==> src/shared/etctc_pkg.sv <==
// Constants and register layout of the edge timing control block
package etctc_pkg;
    localparam logic [15:0] ETCTC_CTRL_OFF = 16'ha200;
    localparam logic [1:0] ETCTC_ALIAS_WR = 2'h0;
    localparam logic [1:0] ETCTC_ALIAS_CLR = 2'h1;
    localparam logic [1:0] ETCTC_ALIAS_SET = 2'h2;
    localparam logic [1:0] ETCTC_ALIAS_INV = 2'h3;
    localparam logic [31:0] ETCTC_CTRL_RESET = 32'h0000_0000;
    // Bits 17:16 and 14 are unimplemented and read as zero
    localparam logic [31:0] ETCTC_WMASK = 32'hfffc_bfff;
    localparam int ETCTC_E2_STAT_BIT = 25;
    localparam int ETCTC_E1_STAT_BIT = 24;
    localparam logic [31:0] ETCTC_SW_MASK = ETCTC_WMASK
        & ~(32'h1 << ETCTC_E2_STAT_BIT) & ~(32'h1 << ETCTC_E1_STAT_BIT);
    localparam int ETCTC_MODE_BIT [2] = '{31, 23};
    localparam int ETCTC_POL_BIT [2] = '{30, 22};
    localparam int ETCTC_SEL_LSB [2] = '{26, 18};
    localparam int ETCTC_ON_BIT = 15;
    localparam int ETCTC_SIDL_BIT = 13;
    localparam int ETCTC_PULSE_DELAY_GEN_ENABLE_BIT = 12;
    localparam int ETCTC_EDGEN_BIT = 11;
    localparam int ETCTC_SEQEN_BIT = 10;
    localparam int ETCTC_DISCH_BIT = 9;
    localparam int ETCTC_TRIG_BIT = 8;
    localparam int ETCTC_TRIM_LSB = 2;
    localparam int ETCTC_RNG_LSB = 0;
    localparam logic [3:0] ETCTC_SRC_TIMER = 4'h0;
    localparam logic [3:0] ETCTC_SRC_COMPARE = 4'h1;
    localparam logic [3:0] ETCTC_SRC_PIN2 = 4'h2;
    localparam logic [3:0] ETCTC_SRC_PIN1 = 4'h3;
    localparam logic [3:0] ETCTC_SRC_PIN3 = 4'h4;
    localparam logic [3:0] ETCTC_SRC_CAP1 = 4'ha;
    localparam logic [3:0] ETCTC_SRC_CMP1 = 4'hd;
    localparam logic [3:0] ETCTC_SRC_CMP2 = 4'he;
    localparam logic [3:0] ETCTC_SRC_RSVD = 4'hf;

    typedef enum logic [1:0] {
        ETCTC_PH_IDLE = 2'b00,
        ETCTC_PH_WRITE = 2'b01,
        ETCTC_PH_RWAIT = 2'b10,
        ETCTC_PH_RDONE = 2'b11
    } etctc_phase_t;
endpackage

==> src/rtl/etctc_edge_chan.sv <==
// One edge channel: source select and edge or level qualification
`timescale 1ns/1ps
module etctc_edge_chan
    import etctc_pkg::*;
(
    input wire logic hclk,
    input wire logic hresetn,
    input wire logic [15:0] src_vec,
    input wire logic [3:0] source_sel,
    input wire logic sense_mode,
    input wire logic polarity,
    output logic hit
);
    typedef struct packed {
        logic [15:0] prev;
    } etctc_chan_t;

    etctc_chan_t s;
    etctc_chan_t next_s;
    logic level;

    // Reserved code is tied low in src_vec, so it hits only in level mode at low polarity
    assign level = src_vec[source_sel];

    always_comb
    begin
        next_s = s;
        // All sources are tracked, so a source change is no edge
        next_s.prev = src_vec;
        if (sense_mode)
        begin
            // Edge only when the sample moves into the active level
            hit = (level == polarity)
                && (s.prev[source_sel] != polarity);
        end
        else
        begin
            hit = (level == polarity);
        end
    end

    always_ff @(posedge hclk or negedge hresetn)
    begin
        if (!hresetn)
        begin
            s <= '0;
        end
        else
        begin
            s <= next_s;
        end
    end
endmodule

==> src/rtl/etctc_top.sv <==
// Edge timing control block with its AHB-Lite control register
//
// Register access over AHB-Lite was left to the implementer.
`timescale 1ns/1ps
module etctc_top
    import etctc_pkg::*;
(
    input wire logic hclk,
    input wire logic hresetn,
    input wire logic hsel,
    input wire logic [31:0] haddr,
    input wire logic [1:0] htrans,
    input wire logic hwrite,
    input wire logic [2:0] hsize,
    input wire logic [31:0] hwdata,
    input wire logic hready,
    output logic [31:0] hrdata,
    output logic hreadyout,
    output logic hresp,
    input wire logic timer_event,
    input wire logic compare_event,
    input wire logic [2:0] capture_event,
    input wire logic comparator1_output,
    input wire logic comparator2_output,
    input wire logic [7:0] edge_pin,
    output logic unit_enable,
    output logic stop_in_idle,
    output logic edge1_occurred,
    output logic edge2_occurred,
    output logic current_source_on,
    output logic pulse_delay_gen_enable,
    output logic sample_cap_discharge_enable,
    output logic adc_trigger,
    output logic [5:0] current_trim,
    output logic [1:0] current_range
);
    typedef struct packed {
        logic [31:0] ctrl;
        etctc_phase_t phase;
        logic mapped;
        logic [1:0] alias_sel;
        logic [31:0] rdata;
        logic trig;
    } etctc_state_t;

    etctc_state_t s;
    etctc_state_t next_s;
    logic [15:0] src_vec;
    logic [1:0] hit;
    logic take;
    logic armed;
    logic set1;
    logic set2;
    logic [31:0] sw_ctrl;

    // Source map; edge_pin[0] is pin 1, and pins 1 and 2 swap codes
    always_comb
    begin
        src_vec = 16'h0000;
        src_vec[ETCTC_SRC_TIMER] = timer_event;
        src_vec[ETCTC_SRC_COMPARE] = compare_event;
        src_vec[ETCTC_SRC_PIN2] = edge_pin[1];
        src_vec[ETCTC_SRC_PIN1] = edge_pin[0];
        src_vec[ETCTC_SRC_PIN3 +: 6] = edge_pin[7:2];
        src_vec[ETCTC_SRC_CAP1 +: 3] = capture_event;
        src_vec[ETCTC_SRC_CMP1] = comparator1_output;
        src_vec[ETCTC_SRC_CMP2] = comparator2_output;
        src_vec[ETCTC_SRC_RSVD] = 1'b0;
    end

    genvar ch;
    generate
        for (ch = 0; ch < 2; ch++)
        begin : g_chan
            etctc_edge_chan u_chan (
                .hclk(hclk),
                .hresetn(hresetn),
                .src_vec(src_vec),
                .source_sel(s.ctrl[ETCTC_SEL_LSB[ch] +: 4]),
                .sense_mode(s.ctrl[ETCTC_MODE_BIT[ch]]),
                .polarity(s.ctrl[ETCTC_POL_BIT[ch]]),
                .hit(hit[ch])
            );
        end
    endgenerate

    assign take = hsel && htrans[1] && hready;
    assign armed = s.ctrl[ETCTC_ON_BIT] && s.ctrl[ETCTC_EDGEN_BIT];
    assign set1 = armed && hit[0];
    // Sequencing holds edge two off until edge one has been seen
    assign set2 = armed && hit[1] && (!s.ctrl[ETCTC_SEQEN_BIT]
        || s.ctrl[ETCTC_E1_STAT_BIT]);

    always_comb
    begin
        next_s = s;
        next_s.trig = 1'b0;
        sw_ctrl = s.ctrl;
        if (s.phase == ETCTC_PH_WRITE && s.mapped)
        begin
            case (s.alias_sel)
                ETCTC_ALIAS_WR: sw_ctrl = hwdata;
                ETCTC_ALIAS_CLR: sw_ctrl = s.ctrl & ~hwdata;
                ETCTC_ALIAS_SET: sw_ctrl = s.ctrl | hwdata;
                ETCTC_ALIAS_INV: sw_ctrl = s.ctrl ^ hwdata;
                default: sw_ctrl = s.ctrl;
            endcase
        end
        sw_ctrl = sw_ctrl & ETCTC_WMASK;
        // Hardware set wins over a clear in the same cycle
        if (set1)
        begin
            sw_ctrl[ETCTC_E1_STAT_BIT] = 1'b1;
        end
        if (set2)
        begin
            sw_ctrl[ETCTC_E2_STAT_BIT] = 1'b1;
            next_s.trig = s.ctrl[ETCTC_TRIG_BIT]
                && !s.ctrl[ETCTC_E2_STAT_BIT];
        end
        next_s.ctrl = sw_ctrl;
        case (s.phase)
            ETCTC_PH_RWAIT:
            begin
                next_s.rdata = s.mapped ? s.ctrl : 32'h0000_0000;
                next_s.phase = ETCTC_PH_RDONE;
            end
            ETCTC_PH_WRITE, ETCTC_PH_RDONE:
            begin
                next_s.phase = ETCTC_PH_IDLE;
            end
            ETCTC_PH_IDLE:
            begin
                next_s.phase = ETCTC_PH_IDLE;
            end
            default:
            begin
                next_s.phase = ETCTC_PH_IDLE;
            end
        endcase
        // Only whole words; hsize is not checked, unmapped reads give zero
        if (take)
        begin
            next_s.mapped = (haddr[15:4] == ETCTC_CTRL_OFF[15:4]);
            next_s.alias_sel = haddr[3:2];
            next_s.phase = hwrite ? ETCTC_PH_WRITE : ETCTC_PH_RWAIT;
        end
    end

    always_ff @(posedge hclk or negedge hresetn)
    begin
        if (!hresetn)
        begin
            s <= '{ctrl: ETCTC_CTRL_RESET, phase: ETCTC_PH_IDLE,
                mapped: 1'b0, alias_sel: 2'h0, rdata: 32'h0000_0000,
                trig: 1'b0};
        end
        else
        begin
            s <= next_s;
        end
    end

    // Reads take one wait state so that read data leaves a flip-flop
    assign hreadyout = (s.phase != ETCTC_PH_RWAIT);
    assign hresp = 1'b0;
    assign hrdata = s.rdata;

    assign unit_enable = s.ctrl[ETCTC_ON_BIT];
    assign stop_in_idle = s.ctrl[ETCTC_SIDL_BIT];
    assign edge1_occurred = s.ctrl[ETCTC_E1_STAT_BIT];
    assign edge2_occurred = s.ctrl[ETCTC_E2_STAT_BIT];
    // Current flows between the two edges of a measurement
    assign current_source_on = armed && edge1_occurred && !edge2_occurred;
    // Comparator-two source for pulse delay is left to software
    assign pulse_delay_gen_enable = s.ctrl[ETCTC_PULSE_DELAY_GEN_ENABLE_BIT];
    // Sink is gated by the converter's sampling, not here
    assign sample_cap_discharge_enable = s.ctrl[ETCTC_DISCH_BIT];
    assign adc_trigger = s.trig;
    assign current_trim = s.ctrl[ETCTC_TRIM_LSB +: 6];
    assign current_range = s.ctrl[ETCTC_RNG_LSB +: 2];
endmodule

==> config.mk <==
export PLATFORM = sky130hd
export DESIGN_NAME = etctc_top
export DESIGN_NICKNAME = d
export VERILOG_FILES = /design/src/shared/etctc_pkg.sv /design/src/rtl/etctc_edge_chan.sv /design/src/rtl/etctc_top.sv
export SDC_FILE = /design/constraint.sdc
export NUM_CORES = 1
export LEC_CHECK = 0
export BUFFER_PORTS_ARGS = -buffer_cell sky130_fd_sc_hd__buf_2
export CAP_MARGIN = 10
export CORE_ASPECT_RATIO = 1.25
export CORE_UTILIZATION = 49
export DETAILED_ROUTE_END_ITERATION = 8
export PLACE_DENSITY = 0.77
export REMOVE_ABC_BUFFERS = 1
export SLEW_MARGIN = 30
export SYNTH_ARGS = -nofsm -noshare
export SYNTH_HDL_FRONTEND = slang
export SYNTH_SLANG_ARGS = --single-unit
==> constraint.sdc <==
create_clock -name hclk -period 2.1 [get_ports hclk]
set_input_delay 0.63 -clock hclk [delete_from_list [all_inputs] [get_ports hclk]]
set_output_delay 0.63 -clock hclk [all_outputs]
set_load 0.02 [all_outputs]
# After elaboration in Yosys (flattened, before gate mapping)
# Cells that the tools add are included.
# word_totals
ff_bits	82
elab_cells	66
# classes
n_reduce_logical	20
n_eq_ne	12
n_mux	19
bitwise_logic	4
magnitude_cmp	2
# op_table
cell	count
32-bit case mux with 4 select lines	1
32-bit bitwise AND	1
32-bit 2-to-1 mux	1
32-bit NOT	1
32-bit OR	1
32-bit bitwise XOR	1
26-bit 2-to-1 mux	1
1-bit binary-select mux with 4-bit select	4
12-bit == test (second input constant)	1
1-bit logical AND	12
4-bit by 5-bit less-than comparator with 1-bit output (second input constant)	2
1-bit 2-to-1 mux	9
2-bit == test (second input constant)	4
5-bit 2-to-1 mux	1
2-bit by 1-bit == test with 1-bit output (second input constant)	2
2-bit zero test	2
2-bit case mux with 2 select lines	1
2-bit nonzero test	2
3-bit OR reduction	1
1-bit == test	2
1-bit zero test	2
2-bit 2-to-1 mux	1
1-bit != test	2
2-bit != test (second input constant)	1
1-bit logical OR	1

# Logic depth before layout (Yosys ltp)
# depth
ltp_word	8
ltp_mapped	8

# Hierarchy
# Synthesis repeated with hierarchy kept, for this count alone.
# hier_totals
hier_cells	538
hier_area_um2	6149.6
# modules_own_cells
mod	seq_area_each_um2	cells_per_inst	area_each_um2	instances
etctc_top	1601.5	438	4678.2	1
etctc_edge_chan	400.4	50	735.7	2

# Worst setup path before layout
# Ideal clock, no wire load.
# synth_path
path_type	input to register
start	input port compare_event
end	register s (netlist bit edge2_occurred)
setup_slack_ns	-0.045
arrival_time_ns	2.021
path_stages	6
path_cell_list	mux4_1 mux2_2 o211ai_2 o2111ai_1 and3b_1 a211o_1
# synth_between
elab_chain_len	8
# synth_rtl
item	line_no	source
from (decl)	etctc_top.sv:21	input wire logic compare_event,
1-bit binary-select mux with 4-bit select (*)	etctc_edge_chan.sv:23	assign level = src_vec[source_sel];
1-bit 2-to-1 mux (implied by the code) (*)	etctc_edge_chan.sv:23	
1-bit == test (*)	etctc_edge_chan.sv:33, etctc_edge_chan.sv:38	
1-bit logical AND	etctc_edge_chan.sv:34	&& (s.prev[source_sel] != polarity);
1-bit 2-to-1 mux (*)	etctc_edge_chan.sv:30	if (sense_mode)
1-bit logical AND (*) (2 in series)	etctc_top.sv:91	assign set2 = armed && hit[1] && (!s.ctrl[ETCTC_SEQEN_BIT]
1-bit 2-to-1 mux or 2-bit nonzero test (tied branches)	n/a	
to (signal assigned)	etctc_top.sv:154	s <= '{ctrl: ETCTC_CTRL_RESET, phase: ETCTC_PH_IDLE,
to (signal assigned)	etctc_top.sv:160	s <= next_s;
to (decl)	etctc_top.sv:46	etctc_state_t s;
# Mark *: on every way between the ends. The rest lies on a longest branch, timed or not. The select of a mux whose other input is x is not followed.
# A chain may end at the register's enable or synchronous reset.

# Worst setup path in the final report
# layout_path
start	register s[56] (netlist name)
end	register s (netlist bit edge2_occurred)
# layout_between
elab_chain_len	8
# layout_rtl
item	line_no
1-bit binary-select mux with 4-bit select (on tied branches)	etctc_edge_chan.sv:23, etctc_edge_chan.sv:34
1-bit 2-to-1 mux (on tied branches)	etctc_edge_chan.sv:23, etctc_edge_chan.sv:34
1-bit == test or 1-bit != test (tied branches)	etctc_edge_chan.sv:33, etctc_edge_chan.sv:38, etctc_edge_chan.sv:34
1-bit logical AND	etctc_edge_chan.sv:34
1-bit 2-to-1 mux (*)	etctc_edge_chan.sv:30
1-bit logical AND (*) (2 in series)	etctc_top.sv:91
1-bit 2-to-1 mux or 2-bit nonzero test (tied branches)	n/a
# Marks and branches as above.

==> results.py <==
metrics = {
    "run_status": {
        "outcome": "complete, but fails checks",
        "violations": "setup timing",
    },
    "synthesis": {
        "ys_seq_area_frac": 0.360,
        "synth_area_per_cell_um2": 10.8,
        "synth-adder-area-share": 0.132,
        "synth_mux_area_frac": 0.248,
        "synth_top_family_by_area": "multiplexers",
        "synth_xor_area_frac": 0.00319,
        "synth_compound_area_frac": 0.0524,
        "synth-simple-area-share": 0.0682,
        "ys_warn_count": 0,
        "syn-cell-area_um2": 5490,
        "syn_inst": 510,
        "synth-seq-cells": 79,
        "synth.distinct_cells": 36,
    },
    "worst_setup_path": {
        "path_cells": "mux4_2 > mux2_4 > o211ai_4 > o2111ai_1 > and3b_1 > a211o_1",
        "r2r_start": "s[56]$_DFFE_PN0P_",
        "end_kind": "flip-flop",
        "reg2regPathDepth": 6,
        "crit_required_ps": 2320,
        "crit_path_max_fanout": 5,
        "worst_r2r_endpoint": "edge2_occurred$_DFFE_PN0P_",
        "crit_buf_inv": 0,
        "crit_type": "reg2reg",
        "crit_family": "multiplexers",
        "cpPeakStageDelay_ps": 540,
        "cp.arrival_ps": 2380,
        "rrSetupSlack_ps": -60,
        "cp_slowest_cell": "mux4_2",
        "start_kind": "flip-flop",
    },
    "timing": {
        "clock_skew_ps": 5.68,
        "rsz0062_at_grt": "yes",
        "finalHoldViolCount": 0,
        "period_needed_ps": 2160,
        "slew_violations": 0,
        "hold-worst-slack_ps": 133,
        "finalCritPeriodShare": 1.03,
        "setup_viol_count_final": 2,
        "setup-tns-final_ps": -69.6,
        "layout_setup_ws_ps": -56.1,
        "fmax_mhz": 464,
    },
    "clocking": {
        "numClockSinks": 79,
        "hold_buffers": 0,
        "cts_htree_levels": 3,
        "cts_buffers": 9,
        "clkSlewWorstSetupHoldPaths_ps": 60,
        "root_buffer": "clkbuf_16",
        "cts_tree": "built",
        "insertion_delay_ps": 340,
        "clk_path_buf_depth": 2,
    },
    "layout": {
        "final_cell_area_um2": 6400,
        "area_growth_pct": 16.5,
        "final_nets": 743,
        "fin_util": 0.597,
        "drive_gt1_frac": 0.386,
    },
    "placement": {
        "placed_area_um2": 6060,
        "place.gp.congestion": 0.814,
        "place_hpwl_mm": 8.25,
        "portBuffers": 109,
    },
    "global_route": {
        "grt_pass1_wl_mm": 19.1,
        "grt_usage": 0.206,
        "grt_max_degree": 46,
        "grt.overflow.total": 0,
        "grt_pass1_vias": 3999,
        "antenna_found_initial": 1,
    },
    "power": {
        "p_leak_nw": 3.25,
        "peakVddDrop_mv": 0.385,
        "p_per_area_nw_per_um2": 657,
        "power_mw": 4.20,
    },
    "floorplan": {
        "die_w_um": 96.7,
        "die_h_um": 120,
        "design.die.area_um2": 11600,
        "core-area_um2": 10700,
        "start_util": 0.512,
        "num_io_pins": 139,
        "std_cell_rows": 42,
    },
    "routing": {
        "vias": 3842,
        "routed_wl_mm": 11.3,
        "via_per_inst": 5.23,
        "wl_per_cell_um": 15.3,
        "drt-initial-drc-count": 126,
        "drc": 0,
        "first_pass_iters": 4,
        "antenna_left": 0,
    },
    "flow_run": {
        "max_cap_violations": 0,
    },
    "hold_path": {
        "hold_path.class": "in2async",
    },
}
report_power, final:
part | switching [mW] | internal, mW
registers | 0.0703 | 1.58
logic | 0.432 | 0.491
clock network | 0.613 | 1.01
final cells by class:
cell class	count	area, um2
Antenna cell	1	2.50
Clock buffer	13	270
Clock inverter	3	40.0
Fill cell	897	4320
Inverter	88	330
Multi-Input combinational cell	279	2790
Sequential cell	79	1980
Tap cell	132	165
Timing Repair Buffer	139	815
sequential cells by signal (all words and copies together), names as in the netlist:
register and cells:
sample_cap_discharge_enable 1, unit_enable 1, stop_in_idle 1, g_chan.u_chan.s 15, adc_trigger 1, current_trim 6, edge1_occurred 1, hrdata 29
current_range 2, s 20, edge2_occurred 1, pulse_delay_gen_enable 1
per-layer routing:
metal | wire length (um) | track usage
met4 | 188 | 0.0728
met3 | 455 | 0.0445
met1 | 4800 | 0.253
met5 | 0 | 0
met2 | 5810 | 0.358
cells in the mapped netlist:
library cell	n	area [um2]
and3_1	1	6.26
mux4_1	3	78.8
o211ai_2	1	12.5
nor3_1	2	10.0
a221oi_1	2	17.5
o21ai_0	30	150
nor4b_1	3	26.3
o211ai_1	1	7.51
mux4_2	36	811
mux2i_1	12	120
dfrtp_1	79	1980
a41o_1	1	10.0
nand2_1	65	244
o2111ai_1	2	17.5
buf_1	6	22.5
nand2b_1	1	6.26
a311o_1	2	20.0
nand3_1	2	10.0
a211o_1	1	8.76
or3_1	1	6.26
nand3b_1	3	22.5
nor2_1	4	15.0
o311ai_0	1	8.76
o31ai_1	1	7.51
and3b_1	1	8.76
conb_1	1	3.75
xnor2_1	2	17.5
a21oi_1	4	20.0
clkbuf_1	15	56.3
buf_4	42	315
a22oi_1	1	7.51
mux2_2	31	349
inv_1	88	330
buf_2	4	20.0
ha_1	58	726
nor2b_1	3	18.8
per-stage QoR:
step / setup slack (ps) / std cells
after floorplan: -180 / 446
after global placement: -261 / 716
after detailed placement: -301 / 716
after CTS: -35.8 / 733
after global routing: -157 / 734
final: -56.1 / 734
placed cells by master (no fill, tap or decap), drive strengths merged, types with 2 or more instances in the layout:
master,n
a21oi,4
a221oi,2
a311o,2
buf,139
clkbuf,13
clkinv,2
conb,4
dfrtp,79
ha,58
inv,88
mux2,31
mux2i,12
mux4,39
nand2,65
nand3,2
nand3b,3
nor2,4
nor2b,3
nor3,2
nor4b,3
o2111ai,2
o211ai,2
o21ai,30
xnor2,2
cells by family after synthesis:
family          Yosys count
mux                      82
simple gates             86
xor+xnor                  2
other cells               1
compound gates           47
buf+inv                 155
fa+ha+maj                58
flops                    79
repair_timing:
action                                 4_1_cts  5_1_grt
cloned                                       0        0
buffers inserted                             1        0
endpoints found under the hold margin        0        0
gates resized for setup                      6        4
setup endpoints to repair                    2        3
worst max-delay path by stage:
| stage | start | end | cells after the start | slack (ps) |
|---|---|---|---|---|
| floorplan | s[35]$_DFFE_PN0P_ | edge1_occurred$_DFFE_PN0P_ | 4 | -180 |
| global placement | edge_pin[3] | edge2_occurred$_DFFE_PN0P_ | 7 | -260 |
| CTS | s[56]$_DFFE_PN0P_ | edge2_occurred$_DFFE_PN0P_ | 6 | -40 |
| detailed placement | edge_pin[3] | edge2_occurred$_DFFE_PN0P_ | 7 | -300 |
| finish | s[56]$_DFFE_PN0P_ | edge2_occurred$_DFFE_PN0P_ | 6 | -60 |
| global route | s[56]$_DFFE_PN0P_ | edge2_occurred$_DFFE_PN0P_ | 6 | -160 |
(Power assumes the default switching activity.)
